**config.mk**
```make
export PLATFORM = sky130hd
export DESIGN_NAME = tdfr_top
export DESIGN_NICKNAME = d
export VERILOG_FILES = /design/src/tdfr_pkg.sv /design/src/tdfr_tick.sv /design/src/tdfr_top.sv
export VERILOG_INCLUDE_DIRS = /design/src
export SDC_FILE = /design/constraint.sdc
export NUM_CORES = 1
export LEC_CHECK = 0
export BUFFER_PORTS_ARGS = -buffer_cell sky130_fd_sc_hd__buf_2
export CAP_MARGIN = 20
export CORE_UTILIZATION = 40
export CTS_BUF_LIST = sky130_fd_sc_hd__clkbuf_8
export CTS_CLUSTER_DIAMETER = 30
export CTS_CLUSTER_SIZE = 25
export DETAILED_ROUTE_END_ITERATION = 10
export MAX_ROUTING_LAYER = met4
export PLACE_DENSITY = 0.71
export SLEW_MARGIN = 30
export SYNTH_ARGS = -nofsm -noshare
export SYNTH_HDL_FRONTEND = slang
export SYNTH_HIERARCHICAL = 1
export SYNTH_SLANG_ARGS = --single-unit
```
**constraint.sdc**
```tcl
create_clock -name mclk -period 5.7 [get_ports mclk]
set_input_delay 1.14 -clock mclk [delete_from_list [all_inputs] [get_ports mclk]]
set_output_delay 1.14 -clock mclk [all_outputs]
set_load 0.01 [all_outputs]
```
**src/tdfr_defs.svh**
```systemverilog
// Offsets, field positions, reset values and timing counts of the torque detect / fault restart block
`ifndef TDFR_DEFS_SVH
`define TDFR_DEFS_SVH
`define TDFR_OFS_CTRL 8'h00
`define TDFR_OFS_LEVEL 8'h04
`define TDFR_OFS_TIME 8'h08
`define TDFR_OFS_IVL 8'h0c
`define TDFR_OFS_MFO 8'h10
`define TDFR_OFS_STAT 8'h14
`define TDFR_F_SEL 3:0
`define TDFR_F_FOSEL 4
`define TDFR_F_LIMIT 11:8
`define TDFR_F_TREF 12
`define TDFR_F_ANA 20:16
`define TDFR_F_LEVEL 8:0
`define TDFR_F_TIME 6:0
`define TDFR_F_IVL 12:0
`define TDFR_F_MFO0 4:0
`define TDFR_F_MFO1 12:8
`define TDFR_F_ST 10:8
`define TDFR_F_CNT 15:12
`define TDFR_F_DCNT 22:16
`define TDFR_F_MOUT 25:24
`define TDFR_SEL_MAX 4'h8
`define TDFR_LEVEL_RST 9'h096
`define TDFR_LEVEL_MAX 9'h12c
`define TDFR_BAND 11'h00a
`define TDFR_TIME_RST 7'h01
`define TDFR_TIME_MAX 7'h64
`define TDFR_IVL_RST 13'h0064
`define TDFR_IVL_MIN 13'h0005
`define TDFR_IVL_MAX 13'h1770
`define TDFR_LIMIT_MAX 4'ha
`define TDFR_FN_FAULT 5'h0b
`define TDFR_FN_RESTART 5'h0e
`define TDFR_FN_DET1 5'h12
`define TDFR_FN_DET2 5'h14
`define TDFR_ANA_LEVEL1 5'h0b
`define TDFR_CLK_NS 40
`define TDFR_TENTH_NS 100000000
`define TDFR_NORMAL_MIN 10
`define TDFR_NORMAL_TENTHS (13'(`TDFR_NORMAL_MIN * 600))
`define TDFR_RESP_OKAY 2'h0
`define TDFR_RESP_SLVERR 2'h2
`endif

```
**src/tdfr_pkg.sv**
```systemverilog
// Types shared by the torque detect / fault restart block
package tdfr_pkg;

typedef enum logic [2:0] {
    ST_IDLE, ST_WITHDRAW, ST_WAIT, ST_DIAG, ST_SEARCH, ST_RUNNING, ST_LOCKOUT
} tdfr_seq_e;

typedef struct packed {
    logic runCmd;
    logic speedAgree;
    logic [9:0] current;
    logic [9:0] torque;
} tdfr_core_s;

typedef struct packed {
    logic awHeld;
    logic wHeld;
    logic awready;
    logic wready;
    logic bvalid;
    logic [1:0] bresp;
    logic arready;
    logic rvalid;
    logic [1:0] rresp;
    logic [31:0] rdata;
    logic [7:0] waddr;
    logic [31:0] wdata;
    logic [3:0] wstrb;
    logic [3:0] sel;
    logic foSel;
    logic [3:0] limit;
    logic torqueRef;
    logic [4:0] anaFunc;
    logic [8:0] level;
    logic [6:0] dtime;
    logic [12:0] ivl;
    logic [4:0] mfo0;
    logic [4:0] mfo1;
    logic det1;
    logic [6:0] detCnt;
    tdfr_seq_e st;
    logic [3:0] cnt;
    logic [12:0] tmr;
    logic runWithdraw;
    logic speedSearch;
    logic driveStop;
    logic otEvt;
    logic utEvt;
    logic faultOut;
    logic restartAct;
    logic [1:0] mfoOut;
} tdfr_state_s;

endpackage

```
**src/tdfr_tick.sv**
```systemverilog
// Tenth-of-a-second tick generator with a phase restart
`timescale 1ns/1ns
module tdfr_tick #(
    parameter int unsigned PERIOD = 2500000
) (
    // Clock and reset
    input wire mclk,
    input wire sys_rst,
    // Phase restart and tick
    input wire clr,
    output logic tick
);
    localparam int W = $clog2(PERIOD + 1);

    typedef struct packed {
        logic [W-1:0] cnt;
        logic tick;
    } tdfr_tick_s;

    tdfr_tick_s s;
    tdfr_tick_s n;

    always_comb begin
        n = s;
        n.tick = 1'b0;
        if (clr) begin
            n.cnt = '0;
        end else if (s.cnt == W'(PERIOD - 1)) begin
            n.cnt = '0;
            n.tick = 1'b1;
        end else begin
            n.cnt = s.cnt + 1'b1;
        end
    end

    always_ff @(posedge mclk) begin
        if (sys_rst) begin
            s <= '0;
        end else begin
            s <= n;
        end
    end

    assign tick = s.tick;
endmodule // tdfr_tick

```
**src/tdfr_top.sv**
```systemverilog
// Torque detection channel 1 and fault restart sequencer behind an AXI4-Lite slave
//
// Implementation choices: the address map and register access over AXI4-Lite.
`timescale 1ns/1ns
`include "tdfr_defs.svh"

// What this block does
// - Flag detection only after crossing persists longer than the detection time.
// - Selection 0 disables; 1-4 overtorque; 5-8 undertorque.
// - Odd selections detect only at speed agree, never while ramping.
// - Even selections detect whenever the run command is active.
// - Selections 1,2,5,6 raise an alarm and keep the motor running.
// - Selections 3,4,7,8 raise a fault and stop the drive.
// - Detection level spans 0 to 300 percent, default 150.
// - Level refers to rated current or rated torque by control method.
// - A 10 percent band lies below the detection level for overtorque, above it for undertorque.
// - Analog input with function 11 overrides level 1; never level 2.
// - Output setting 18 follows detection 1; setting 20 follows detection 2.
// - Only the listed restartable faults start an automatic restart.
// - On shutdown withdraw the run command, then self-diagnose and clear.
// - Successful self-diagnosis restarts the motor with a speed search.
// - Attempt limit 0 to 10, default 0; at limit stop for manual clear.
// - Count clears after 10 minutes normal run, manual reset or power cycle.
// - Selection bit lets the fault output assert during restart; default off.
// - Interval between attempts 0.5 to 600.0 seconds, default 10.0.
// - Output setting 14 signals restart activity.
// - Detection time 0.0 to 10.0 seconds, default 0.1.
module tdfr_top import tdfr_pkg::*; #(
    parameter int unsigned TENTH_CYCLES = `TDFR_TENTH_NS / `TDFR_CLK_NS
) (
    // Clock and reset
    input wire mclk,
    input wire sys_rst,
    // AXI4-Lite slave
    input wire [7:0] s_axi_awaddr,
    input wire s_axi_awvalid,
    output logic s_axi_awready,
    input wire [31:0] s_axi_wdata,
    input wire [3:0] s_axi_wstrb,
    input wire s_axi_wvalid,
    output logic s_axi_wready,
    output logic [1:0] s_axi_bresp,
    output logic s_axi_bvalid,
    input wire s_axi_bready,
    input wire [7:0] s_axi_araddr,
    input wire s_axi_arvalid,
    output logic s_axi_arready,
    output logic [31:0] s_axi_rdata,
    output logic [1:0] s_axi_rresp,
    output logic s_axi_rvalid,
    input wire s_axi_rready,
    // Drive control core
    input tdfr_core_s core,
    input wire [8:0] anaLevel,
    input wire det2In,
    input wire [13:0] restartFault,
    input wire otherFault,
    input wire selfDiagDone,
    input wire selfDiagOk,
    input wire manualReset,
    // Drive commands and events
    output logic runWithdraw,
    output logic speedSearch,
    output logic driveStop,
    output logic overtorqueEvent1,
    output logic undertorqueEvent1,
    // Output terminals
    output logic faultOut,
    output logic restartActive,
    output logic [1:0] mfoOut
);
    tdfr_state_s s;
    tdfr_state_s n;
    logic detTick;
    logic seqTick;
    logic detClr;
    logic seqClr;
    logic [9:0] meas;
    logic [8:0] lvl;
    logic isOver;
    logic isUnder;
    logic isFaultSel;
    logic gateOk;
    logic cond;
    logic detFault;
    logic anyFault;
    logic [32:0] rd;
    logic [31:0] wmask;
    logic [31:0] wv;
    logic [6:0] nc;

    // --------------------------------------------------------------
    // Register access
    // --------------------------------------------------------------
    function automatic logic [32:0] regRead(input logic [7:0] a);
        logic [31:0] d;
        d = 32'h0;
        case (a)
            `TDFR_OFS_CTRL: begin
                d[`TDFR_F_SEL] = s.sel;
                d[`TDFR_F_FOSEL] = s.foSel;
                d[`TDFR_F_LIMIT] = s.limit;
                d[`TDFR_F_TREF] = s.torqueRef;
                d[`TDFR_F_ANA] = s.anaFunc;
            end
            `TDFR_OFS_LEVEL: d[`TDFR_F_LEVEL] = s.level;
            `TDFR_OFS_TIME: d[`TDFR_F_TIME] = s.dtime;
            `TDFR_OFS_IVL: d[`TDFR_F_IVL] = s.ivl;
            `TDFR_OFS_MFO: begin
                d[`TDFR_F_MFO0] = s.mfo0;
                d[`TDFR_F_MFO1] = s.mfo1;
            end
            `TDFR_OFS_STAT: begin
                d[0] = s.det1;
                d[1] = s.otEvt;
                d[2] = s.utEvt;
                d[3] = s.driveStop;
                d[4] = s.restartAct;
                d[5] = s.faultOut;
                d[`TDFR_F_ST] = s.st;
                d[`TDFR_F_CNT] = s.cnt;
                d[`TDFR_F_DCNT] = s.detCnt;
                d[`TDFR_F_MOUT] = s.mfoOut;
            end
            default: return {1'b0, 32'h0};
        endcase
        return {1'b1, d};
    endfunction

    function automatic logic mfoFn(input logic [4:0] f, input tdfr_state_s x);
        case (f)
            `TDFR_FN_FAULT: return x.faultOut;
            `TDFR_FN_RESTART: return x.restartAct;
            `TDFR_FN_DET1: return x.det1;
            `TDFR_FN_DET2: return det2In;
            default: return 1'b0;
        endcase
    endfunction

    // --------------------------------------------------------------
    // Next state
    // --------------------------------------------------------------
    always_comb begin
        n = s;
        rd = 33'h0;
        wv = 32'h0;
        nc = 7'h0;
        for (int b = 0; b < 4; b++) begin
            wmask[b*8 +: 8] = {8{s.wstrb[b]}};
        end

        // Write channel: address and data are taken in either order
        if (s_axi_awvalid && s.awready) begin
            n.awHeld = 1'b1;
            n.waddr = s_axi_awaddr;
        end
        if (s_axi_wvalid && s.wready) begin
            n.wHeld = 1'b1;
            n.wdata = s_axi_wdata;
            n.wstrb = s_axi_wstrb;
        end
        if (s.bvalid && s_axi_bready) begin
            n.bvalid = 1'b0;
        end
        if (s.awHeld && s.wHeld && !s.bvalid) begin
            n.awHeld = 1'b0;
            n.wHeld = 1'b0;
            n.bvalid = 1'b1;
            rd = regRead(s.waddr);
            wv = (rd[31:0] & ~wmask) | (s.wdata & wmask);
            n.bresp = `TDFR_RESP_OKAY;
            // Out-of-range settings saturate, and an out-of-range selection becomes 0, so the logic never sees them
            case (s.waddr)
                `TDFR_OFS_CTRL: begin
                    n.sel = (wv[`TDFR_F_SEL] > `TDFR_SEL_MAX) ? 4'h0 : wv[`TDFR_F_SEL];
                    n.foSel = wv[`TDFR_F_FOSEL];
                    n.limit = (wv[`TDFR_F_LIMIT] > `TDFR_LIMIT_MAX) ? `TDFR_LIMIT_MAX : wv[`TDFR_F_LIMIT];
                    n.torqueRef = wv[`TDFR_F_TREF];
                    n.anaFunc = wv[`TDFR_F_ANA];
                end
                `TDFR_OFS_LEVEL: begin
                    n.level = (wv[`TDFR_F_LEVEL] > `TDFR_LEVEL_MAX) ? `TDFR_LEVEL_MAX : wv[`TDFR_F_LEVEL];
                end
                `TDFR_OFS_TIME: begin
                    n.dtime = (wv[`TDFR_F_TIME] > `TDFR_TIME_MAX) ? `TDFR_TIME_MAX : wv[`TDFR_F_TIME];
                end
                `TDFR_OFS_IVL: begin
                    n.ivl = wv[`TDFR_F_IVL];
                    if (wv[`TDFR_F_IVL] < `TDFR_IVL_MIN) begin
                        n.ivl = `TDFR_IVL_MIN;
                    end else if (wv[`TDFR_F_IVL] > `TDFR_IVL_MAX) begin
                        n.ivl = `TDFR_IVL_MAX;
                    end
                end
                `TDFR_OFS_MFO: begin
                    n.mfo0 = wv[`TDFR_F_MFO0];
                    n.mfo1 = wv[`TDFR_F_MFO1];
                end
                `TDFR_OFS_STAT: ;
                default: n.bresp = `TDFR_RESP_SLVERR;
            endcase
        end
        n.awready = !n.awHeld && !n.bvalid;
        n.wready = !n.wHeld && !n.bvalid;

        // Read channel: data follows the address by one edge
        if (s.rvalid && s_axi_rready) begin
            n.rvalid = 1'b0;
        end
        if (s_axi_arvalid && s.arready) begin
            rd = regRead(s_axi_araddr);
            n.rvalid = 1'b1;
            n.rdata = rd[31:0];
            n.rresp = rd[32] ? `TDFR_RESP_OKAY : `TDFR_RESP_SLVERR;
        end
        n.arready = !n.rvalid;

        // --------------------------------------------------------------
        // Torque detection channel 1
        // --------------------------------------------------------------
        meas = s.torqueRef ? core.torque : core.current;
        lvl = s.level;
        if (s.anaFunc == `TDFR_ANA_LEVEL1) begin
            lvl = (anaLevel > `TDFR_LEVEL_MAX) ? `TDFR_LEVEL_MAX : anaLevel;
        end
        isOver = (s.sel >= 4'h1) && (s.sel <= 4'h4);
        isUnder = (s.sel >= 4'h5) && (s.sel <= `TDFR_SEL_MAX);
        isFaultSel = (s.sel == 4'h3) || (s.sel == 4'h4) || (s.sel == 4'h7) || (s.sel == 4'h8);
        gateOk = s.sel[0] ? (core.runCmd && core.speedAgree) : core.runCmd;
        // Once flagged, the crossing must retreat past the band to clear
        if (isOver) begin
            cond = s.det1 ? ({1'b0, meas} + `TDFR_BAND > {2'b0, lvl})
                          : (meas > {1'b0, lvl});
        end else begin
            cond = s.det1 ? ({1'b0, meas} < {2'b0, lvl} + `TDFR_BAND)
                          : (meas < {1'b0, lvl});
        end
        detClr = !((isOver || isUnder) && gateOk && cond);
        if (detClr) begin
            n.detCnt = 7'h0;
            n.det1 = 1'b0;
        end else if (detTick) begin
            nc = (s.detCnt == 7'h7f) ? s.detCnt : s.detCnt + 7'h1;
            n.detCnt = nc;
            if (nc > s.dtime) begin
                n.det1 = 1'b1;
            end
        end
        n.otEvt = n.det1 && isOver;
        n.utEvt = n.det1 && isUnder;
        detFault = s.det1 && isFaultSel;

        // --------------------------------------------------------------
        // Fault restart sequencer
        // --------------------------------------------------------------
        anyFault = (|restartFault) || detFault;
        case (s.st)
            ST_IDLE, ST_RUNNING: begin
                if (s.st == ST_RUNNING && seqTick) begin
                    n.tmr = s.tmr + 13'h1;
                    if (n.tmr >= `TDFR_NORMAL_TENTHS) begin
                        n.cnt = 4'h0;
                        n.st = ST_IDLE;
                    end
                end
                if (otherFault) begin
                    n.st = ST_LOCKOUT;
                end else if (anyFault) begin
                    // Limit checked before launch; limit 0 never retries
                    n.st = (s.cnt >= s.limit) ? ST_LOCKOUT : ST_WITHDRAW;
                end
            end
            ST_WITHDRAW: begin
                n.tmr = 13'h0;
                n.st = ST_WAIT;
            end
            ST_WAIT: begin
                if (seqTick) begin
                    n.tmr = s.tmr + 13'h1;
                    if (n.tmr >= s.ivl) begin
                        n.st = ST_DIAG;
                    end
                end
            end
            ST_DIAG: begin
                if (selfDiagDone) begin
                    if (selfDiagOk) begin
                        n.cnt = s.cnt + 4'h1;
                        n.st = ST_SEARCH;
                    end else begin
                        n.st = ST_LOCKOUT;
                    end
                end
            end
            ST_SEARCH: begin
                n.tmr = 13'h0;
                n.st = ST_RUNNING;
            end
            ST_LOCKOUT: ;
            default: n.st = ST_IDLE;
        endcase
        if (manualReset) begin
            n.cnt = 4'h0;
            n.st = ST_IDLE;
        end
        seqClr = (n.st != s.st);

        // Outputs follow the state they will stand beside
        n.runWithdraw = (n.st == ST_WITHDRAW) || (n.st == ST_WAIT) || (n.st == ST_DIAG);
        n.speedSearch = (n.st == ST_SEARCH);
        n.restartAct = n.runWithdraw || n.speedSearch;
        n.driveStop = (n.st != ST_IDLE) && (n.st != ST_RUNNING);
        n.faultOut = (n.st == ST_LOCKOUT) || (n.restartAct && n.foSel);
        for (int i = 0; i < 2; i++) begin
            n.mfoOut[i] = mfoFn((i == 0) ? n.mfo0 : n.mfo1, n);
        end
    end

    // --------------------------------------------------------------
    // State register
    // --------------------------------------------------------------
    always_ff @(posedge mclk) begin
        if (sys_rst) begin
            s <= '0;
            s.st <= ST_IDLE;
            s.level <= `TDFR_LEVEL_RST;
            s.dtime <= `TDFR_TIME_RST;
            s.ivl <= `TDFR_IVL_RST;
        end else begin
            s <= n;
        end
    end

    // Two tick sources so each timer starts on a fresh phase
    tdfr_tick #(.PERIOD(TENTH_CYCLES)) u_det_tick (
        .mclk(mclk),
        .sys_rst(sys_rst),
        .clr(detClr),
        .tick(detTick)
    );

    tdfr_tick #(.PERIOD(TENTH_CYCLES)) u_seq_tick (
        .mclk(mclk),
        .sys_rst(sys_rst),
        .clr(seqClr),
        .tick(seqTick)
    );

    assign s_axi_awready = s.awready;
    assign s_axi_wready = s.wready;
    assign s_axi_bresp = s.bresp;
    assign s_axi_bvalid = s.bvalid;
    assign s_axi_arready = s.arready;
    assign s_axi_rdata = s.rdata;
    assign s_axi_rresp = s.rresp;
    assign s_axi_rvalid = s.rvalid;
    assign runWithdraw = s.runWithdraw;
    assign speedSearch = s.speedSearch;
    assign driveStop = s.driveStop;
    assign overtorqueEvent1 = s.otEvt;
    assign undertorqueEvent1 = s.utEvt;
    assign faultOut = s.faultOut;
    assign restartActive = s.restartAct;
    assign mfoOut = s.mfoOut;
endmodule // tdfr_top

```
# --- Word level (Yosys, flattened, before mapping) ---
# Index checks and enable logic that the tools add are counted.
totals:
  reg_bits: 212
  elab_cells: 254
classes:
  n_lt_le_gt_ge: 19
  reduce_logical: 56
  eq_ne: 44
  muxes: 83
  n_addsub: 7
  bitwise_logic: 5
op_table:
  columns: ["operator", "count"]
  rows:
  - ["$mux W33", 3]
  - ["$mux W21", 3]
  - ["$pmux W5 S6", 2]
  - ["$mux W13", 4]
  - ["$mux W50", 1]
  - ["$add A22 B1 Y22 const B", 2]
  - ["$eq A22 B22 Y1 const B", 2]
  - ["$and A21 B21 Y21", 2]
  - ["$mux W7", 6]
  - ["$pmux W13 S3", 1]
  - ["$mux W9", 4]
  - ["$mux W35", 1]
  - ["$eq A8 B4 Y1 const B", 4]
  - ["$eq A8 B5 Y1 const B", 4]
  - ["$eq A5 B4 Y1 const B", 5]
  - ["$mux W3", 8]
  - ["$pmux W1 S4", 6]
  - ["$not A21 Y21", 1]
  - ["$or A21 B21 Y21", 1]
  - ["$eq A5 B5 Y1 const B", 4]
  - ["$logic_and A1 B1 Y1", 20]
  - ["$mux W10", 2]
  - ["$mux W20", 1]
  - ["$pmux W5 S2", 2]
  - ["other kinds (59)", 125]

# --- Depth between registers and ports, before layout ---
# Gate-level depths: netlist of run 1.
depth:
  ltp_word: 17
  ltp_mapped: 19

# --- By module ---
# The synthesis of run 1 kept the hierarchy.
modules_own_cells:
  columns: ["module", "area_each_um2", "seq_area_each_um2", "cells_per_inst", "instances"]
  rows:
  - ["tdfr_top", 9915.8, 3083.0, 1284, 1]
  - ["tdfr_tick", 1087.3, 460.4, 122, 2]

# --- Worst setup path before layout of run 1 ---
# Ideal clock, no wire load.
synth_path:
  path_kind: "input to register"
  from: "in anaLevel[0]"
  to: "reg s, in the netlist mfoOut[0]"
  cell_stages: 18
  t_arrival_ns: 4.286
  path_buffers: 0
  setup_ns: 0.075
  t_required_ns: 5.625
  path_slack_ns: 1.339
  cell_sequence: "or2_2 > a31oi_1 > o21ai_0 > a21oi_1 > a22o_1 > ha_1 > nor2_1 > nor2_1 > xor2_1 > ha_1 > a2111oi_0 > o2111ai_1 > a41oi_1 > o41ai_1 > nor4_1 > a31oi_1 > o32a_1 > o22ai_1"
synth_between:
  elab_chain_cells: 10
  elab_cells_between_ends: 14
synth_rtl:
  columns: ["element", "line_no", "text"]
  rows:
  - ["start, declared", "tdfr_top.sv:54", "input wire [8:0] anaLevel,"]
  - ["$gt A9 B9 Y1 (no line)", null, null]
  - ["$mux W9 (*)", "tdfr_top.sv:224", "lvl = (anaLevel > `TDFR_LEVEL_MAX) ? `TDFR_LEVEL_MAX : anaLevel;"]
  - ["$mux W9 (*)", "tdfr_top.sv:223", "if (s.anaFunc == `TDFR_ANA_LEVEL1) begin"]
  - ["$add A9 B4 Y10 (no line)", null, null]
  - ["$lt A10 B10 Y1 (no line)", null, null]
  - ["$mux W1", "tdfr_top.sv:235", "cond = s.det1 ? ({1'b0, meas} < {2'b0, lvl} + `TDFR_BAND)"]
  - ["$mux W1 (*)", "tdfr_top.sv:231", "if (isOver) begin"]
  - ["$logic_and A1 B1 Y1 (*)", "tdfr_top.sv:238", "detClr = !((isOver || isUnder) && gateOk && cond);"]
  - ["$mux W8 (*)", "tdfr_top.sv:239", "if (detClr) begin"]
  - ["$pmux W1 S4 (*)", "tdfr_top.sv:131", "case (f)"]
  - ["end signal, assigned", "tdfr_top.sv:330", "s <= n;"]
  - ["end, declared", "tdfr_top.sv:72", "tdfr_state_s s;"]
# Mark *: on every way between the ends. The rest lies on a longest branch, timed or not.
# A chain may end at the register's enable or synchronous reset.

# --- Final worst setup path of run 1 ---
layout_path:
  from: "reg s[9] (netlist bit)"
  to: "reg u_seq_tick/s[15] (netlist bit)"
layout_between:
  elab_chain_cells: 10
  elab_cells_between_ends: 13
layout_rtl:
  columns: ["element", "line_no", "text"]
  rows:
  - ["$add A13 B1 Y13 (*)", "tdfr_top.sv:260, tdfr_top.sv:279", null]
  - ["$ge A13 B13 Y1 (no line)", null, null]
  - ["$mux W7", "tdfr_top.sv:261", "if (n.tmr >= `TDFR_NORMAL_TENTHS) begin"]
  - ["$mux W20", "tdfr_top.sv:259", "if (s.st == ST_RUNNING && seqTick) begin"]
  - ["$mux W3", "tdfr_top.sv:268", "end else if (anyFault) begin"]
  - ["$mux W3", "tdfr_top.sv:266", "if (otherFault) begin"]
  - ["$pmux W3 S6 (*)", "tdfr_top.sv:257", "case (s.st)"]
  - ["$mux W7 (*)", "tdfr_top.sv:302", "if (manualReset) begin"]
  - ["$ne A3 B3 Y1 (*)", "tdfr_top.sv:306", "seqClr = (n.st != s.st);"]
  - ["named net seqClr", "tdfr_top.sv:77", "logic seqClr;"]
  - ["$reduce_or A3 Y1 (no line) (*)", null, null]
  - ["end signal, assigned", "tdfr_tick.sv:40", "s <= n;"]
  - ["end, declared", "tdfr_tick.sv:20", "tdfr_tick_s s;"]
# The timed path passes the listed nets; every way through them passes the cells marked *. The select of a mux whose other input is x is not followed.

==> results.md, run 1 <==
- Hold_ws: 458 ps
- Clock-pin slew on the worst setup and hold paths: between 100 and 150 ps
- R2R setup slack: 1040 ps
- Avg WL per Cell: 17.8 um
- # fillers: 2950
- Multi-input gate area: between 7000 and 8000 sq um
- CP Capture Type: register
- Final Power: 2.67 mW
- EDFF count, synth: 0
- Core Box Area: around 30000 sq um
- Clk Latency, worst-skew pair: 500 ps
- Slew headroom: 0.341
- Via count of the first global-routing pass: 10800
- DRT antenna net count: 0
- Worst hold path class: reg -> reg
- Post-synth ARST share: 0
- First-pass GRT wire length: 56100 um
- Clock Skews: roughly 18 ps
- Post-Syn Area: 12100 sq um
- FF+latch area: around 4000 sq um
- Top post-synthesis cells by area: dfxtp_1 33%, a21oi_1 5.9%, ha_1 5.7%
- Final Setup Violations: 0
- Final cycle utilization of the critical path: 0.818
- Detailed Routing Iterations Pass 1: 6
- Area growth from synthesis to layout: 8.43%
- Starting Density: 0.407
- WP data arrival: around 5000 ps
- CP Class: reg -> reg
- Vias per cell: between 5 and 6
- Top cell type's share of synthesized area: 0.331
- Achievable clock frequency: 0.214 GHz
- Max Slew Vio Count: 0
- Post-CTS Setup Repair Bufs: 0
- Count leader, synth: dfxtp_1
- Global-route usage over all layers: 0.235
- Initial antenna violation count: 3
- CP cell instances: ha_1, nand3_1, nor2_1, xnor2_1, inv_1, ha_1, a2111oi_0, o21ai_0, o2111ai_1, and3_1, maj3_1, a211oi_1, nor3b_1, o311ai_0, nor2_1, o31ai_4, a21oi_1
- Final min period: 4660 ps
- Synth Register Bits: 200
- Share of layout cells above drive strength 1: 0.151
- CP Data Required Time: 6140 ps
- CTS Buf Count: 17
- Dpl cell area: 12700 sq um
- Setup crit start kind: register
- Leading register cell type out of synthesis: dfxtp_1
- Global routing usage on met1: 0.287
- GP Congestion: 0.959
- Cells on Worst Hold Path: 2
- Number of hold buffers added after CTS: 0
- Max-cap viol count: 0
- Die W: 176 um
- Rows: 63
- Worst vdd ir: 0.147 mV
- Reg2Reg Depth: 17
- I/O pin count: 159
- Least-Margin Pin Slew: between 900 and 1000 ps
- Vias: 11600
- Routed Wire Length: ~35000 um
- Area of the die: 30900 sq um
- Sequential area share after synthesis: 0.331
- PostCTS Resize Cnt: 0
- Nets: 1743
- CTS sink count: 200
- I/O Buffers: ~130
- Critical R2R Launch: s[9]$_SDFFE_PP0P_
- Grt met3 use: 0.0340
- Hold Path End: s[101]$_SDFFE_PP0P_
- Min-delay src: s[101]$_SDFFE_PP0P_
- Post-Syn Instances: roughly 1500
- Static Leakage: around 4.7 nW
- Clk buf depth: 2
- DRT iter0 DRCs: 1246
- Most used routing layer: met2
- Remaining DRCs: 0
- Final hold viol count: 0
- RSZ-0062 raised after global routing: false
- Pwr per Cell Area: 204 nW/um^2
- Crit path max fanout: 22
- R2r endpoint: u_seq_tick/s[15]$_SDFF_PP0_
- Final non-filler cell area: 13100 sq um
- Met2 Resource Use GR: 0.375
- CTS tree: yes
- Avg Cell Area, Syn: 7.91 sq um
- Root buf cell: clkbuf_8
- Global route overflow: 0
- Pin count of the biggest net entering global routing: 88
- Yosys Warn Count: 6
- Die H: roughly 180 um
- Max incr delay on CP: 580 ps
- H-tree lvl count: 4
- Setup TNS: 0 ps
- Top cells by count, synth: 200 x dfxtp_1, 169 x nor2_1, 167 x nand2_1, 142 x a21oi_1, 59 x o21ai_0
- Count of cell types in the netlist: 89
- Area leader, netlist: dfxtp_1
- Post-DP HPWL: between 20000 and 30000 um
- Status: finished clean
- Slowest-stage cell, CP: nor3b_1
metal layers:
metal  part of all wire  wire (um)  up-vias
met5                  0          0        -
met4              0.049       1720        0
met3              0.066       2320      120
met2               0.46      16200      483
met1               0.43      15100     5390
li1                   -          -     5566
cells by family (layout without fill, tap and decap cells):
family                     after synthesis  after routing  synth area share
muxes                                   41             41            0.0393
and+or+nand+nor                        622            622             0.257
other                                    1             12          0.000310
xor gates and xnor gates                56             56            0.0406
buffers and inverters                  173            229            0.0710
DFF                                    200            200             0.331
AOI/OAI and AO/OA                      379            379             0.203
adders and majority gates               56             56            0.0577
flip-flops by register name, indices dropped and copies added, names as in the netlist, 2 cells and up:
register	flops
u_seq_tick/s	22
s	113
s_axi_rdata	25
mfoOut	2
u_det_tick/s	22
critical path: cells and delay by family (launching register included):
kind | cells | cell delay [ps]
compound gates | 7 | 1450
xor+xnor | 1 | 220
fa+ha+maj | 3 | 670
buf+inv | 1 | 90
flops | 1 | 470
simple gates | 5 | 1700
layout make-up:
type	count	area share
inverter	50	0.0143
tap	390	0.0372
sequential	200	0.305
timing repair buffer	147	0.0588
antenna	3	0.000573
multi-input combinational	1163	0.555
clock inverter	14	0.0100
clock buffer	18	0.0189
worst max path at each step:
stage                     cells past startpoint         startpoint                     endpoint
after CTS                                    17  s[9]$_SDFFE_PP0P_  u_seq_tick/s[15]$_SDFF_PP0_
after floorplan                              18        anaLevel[0]         mfoOut[0]$_SDFF_PP0_
after global routing                         18  s[9]$_SDFFE_PP0P_  u_seq_tick/s[13]$_SDFF_PP0_
final                                        17  s[9]$_SDFFE_PP0P_  u_seq_tick/s[15]$_SDFF_PP0_
after detailed placement                     20        anaLevel[0]         mfoOut[0]$_SDFF_PP0_
after global placement                       20        anaLevel[0]         mfoOut[0]$_SDFF_PP0_
where the power goes:
group	switching (mW)	total [mW]	internal, mW
logic	0.198	0.315	0.117
registers	0.0282	1.45	1.42
clock network	0.568	0.905	0.336
total	0.794	2.67	1.87
placed cells by master (no fill, tap or decap), types with 26 or more instances in the layout:
cell type and count:
nand4_1 30, o21ai_0 59, nand3_1 51, dfxtp_1 200
nor2_1 169, xnor2_1 26, inv_1 50, nor3_1 38
buf_2 133, a21oi_1 142, ha_1 55, xor2_1 30
nand2_1 167
through the flow:
step           utilization  cells  setup WS [ps]
2_1_floorplan            -   1536           1340
3_3_place_gp         0.428   1950            698
3_5_place_dp         0.428   1950            656
4_1_cts              0.441   1982           1110
5_1_grt              0.441   1985            587
6_report             0.441   1985           1040
Power figures use the tool's default switching activity.
==> inputs of run 2 (changes only) <==
- clock period: 5.7 -> 4.7 ns (I/O delays scaled with it)
==> results.md, run 2 (synthesized netlist as in run 1, its figures left out) <==
- Global route overflow: 0
- Die H: 176 um
- Multi-input gate area: 7280 sq um
- CTS sink count: 200
- Final Setup Violations: 0
- H-tree lvl count: 4
- CP endpoint: mfoOut[0]$_SDFF_PP0_
- Slowest-stage cell, CP: a2111oi_0
- Final hold viol count: 0
- CP Capture Type: register
- Crit path launch: s[79]$_SDFFE_PP0P_
- Most frequent cells in the layout: 200 x dfxtp_1, 169 x nor2_1, 167 x nand2_1, 142 x a21oi_1, 133 x buf_2
- Inst Count DP: slightly below 2000
- Final non-filler cell area: 13300 sq um
- Critical R2R Launch: s[79]$_SDFFE_PP0P_
- Root buf cell: clkbuf_8
- CP Data Required Time: 5110 ps
- DRT antenna net count: 0
- FF+latch area: 4000 sq um
- GP Congestion: between 0.9 and 1
- CP cell instances: nor4bb_2, and2_2, nand2_1, o21ai_0, nand2_1, or2_2, nor2_1, xor2_1, ha_1, a2111oi_0, o2111ai_1, a41oi_1, o41ai_1, buf_4, nor4_1, a31oi_1, o32a_1, o22ai_1
- Area of the die: a little over 30000 sq um
- CTS Buf Count: 17
- Max incr delay on CP: 500 ps
- Dpl cell area: around 13000 sq um
- Worst slack at placement: -21.3 ps
- Worst vdd ir: around 0.20 mV
- Final non-filler cell total: 2001
- I/O Buffers: 134
- Vias per cell: a little under 6
- Area growth from synthesis to layout: 9.61%
- Detailed Routing Iterations Pass 1: 7
- Rows: 63
- R2R setup slack: 300 ps
- Pwr per Cell Area: 242 nW/um^2
- Least-Margin Pin Slew: 960 ps
- Clock-pin slew on the worst setup and hold paths: roughly 110 ps
- Final Util: 0.446
- R2r endpoint: mfoOut[0]$_SDFF_PP0_
- Reg2Reg Depth: 18
- Max-cap viol count: 0
- DRT iter0 DRCs: 1133
- Die W: 176 um
- Max FFs per register: between 100 and 150
- Clock Skews: 18.1 ps
- Clk buf depth: 2
- Slew headroom: 0.360
- Via count of the first global-routing pass: 10600
- Final worst slack: 303 ps
- Share of layout cells above drive strength 1: 0.162
- Clk Latency, worst-skew pair: 490 ps
- Nets: 1761
- Achievable clock frequency: approximately 0.23 GHz
- Static Leakage: 4.74 nW
- Initial antenna violation count: 0
- Setup crit start kind: register
- Post-DP HPWL: 26700 um
- Global-route usage over all layers: 0.235
- Starting Density: 0.407
- Pin count of the biggest net entering global routing: 98
- Largest Register: s
- Worst hold path class: reg -> reg
- Max Slew Vio Count: 0
- Final Power: 3.21 mW
- Status: finished clean
- Avg WL per Cell: 17.7 um
- Core Box Area: 29700 sq um
- Remaining DRCs: 0
- Commonest non-fill, non-tap cell in the layout: dfxtp_1
- Routed Wire Length: 35500 um
- I/O pin count: 159
- Crit path max fanout: 4
- CP Class: reg -> reg
- WP data arrival: between 4000 and 5000 ps
- Final min period: 4400 ps
- # fillers: just over 3000
- CTS tree: yes
- First-pass GRT wire length: 56000 um
- Final cycle utilization of the critical path: 0.936
- Cells on Worst Hold Path: 2
- CP most frequent cell: nand2_1
- Vias: ~12000
## run 2: cell count changes in the layout (fill, tap and decap cells not counted), moves of 2 or more
| cell | before | now |
|---|---|---|
| inv_6 | 5 | 3 |
| diode_2 | 3 | 1 |
| buf_4 | 14 | 30 |
| clkinvlp_4 | 0 | 3 |
## run 2: stage by stage
step / TNS (ps) / hold slack [ps]
3_3_place_gp: -50.0 / 443
6_report: 0 / 458
5_1_grt: -141 / 481
2_1_floorplan: 0 / 430
4_1_cts: 0 / 459
3_5_place_dp: -21.3 / 443
## run 2: repair_timing
item	4_1_cts	5_1_grt
setup endpoints to repair	0	24
gates resized for setup	0	4
hold buffers	0	0
buffers inserted	0	0
## run 2: layer usage
metal | up-vias | global-route usage | wire length (um) | share of wire
li1 | 5610 | - | - | -
met1 | 5526 | 0.291 | 15200 | 0.43
met2 | 399 | 0.385 | 16800 | 0.47
met3 | 56 | 0.0327 | 2290 | 0.065
met4 | 0 | 0.0957 | 1190 | 0.034
met5 | - | - | 0 | 0
## run 2: where the power goes
group / total, mW / internal, mW / switching [mW]
registers: 1.76 / 1.72 / 0.0362
clock network: 1.07 / 0.388 / 0.678
logic: 0.383 / 0.145 / 0.238
## run 2: worst min path at each step
stage | from | endpoint | slack, ps
2_1_floorplan | u_det_tick/s[1]$_SDFF_PP0_ | u_det_tick/s[1]$_SDFF_PP0_ | 430
3_3_place_gp | s_axi_rdata[24]$_SDFFE_PP0P_ | s_axi_rdata[24]$_SDFFE_PP0P_ | 440
3_5_place_dp | s_axi_rdata[24]$_SDFFE_PP0P_ | s_axi_rdata[24]$_SDFFE_PP0P_ | 440
4_1_cts | s_axi_rdata[24]$_SDFFE_PP0P_ | s_axi_rdata[24]$_SDFFE_PP0P_ | 460
5_1_grt | s[98]$_SDFFE_PP0P_ | s[98]$_SDFFE_PP0P_ | 480
6_report | s_axi_rdata[24]$_SDFFE_PP0P_ | s_axi_rdata[24]$_SDFFE_PP0P_ | 460
## run 2: critical path, delay by kind of cell (launching register included)
kind                     cells  cell delay (ps)
AO/OA/AOI/OAI                8             1720
XOR/XNOR                     1              170
flip-flops                   1              360
AND/OR/NAND/NOR              7             1590
buffers and inverters        1              200
adder cells (fa/ha/maj)      1              280
## run 2: layout make-up
| type | instances | area share |
|---|---|---|
| clock inverters | 15 | 0.0100 |
| clock buffers | 17 | 0.0177 |
| multi-input cells | 1163 | 0.549 |
| well taps | 390 | 0.0368 |
| repair buffers | 165 | 0.0696 |
| inverters | 50 | 0.0142 |
| flip-flops and latches | 200 | 0.302 |
| diodes | 1 | 0.000189 |
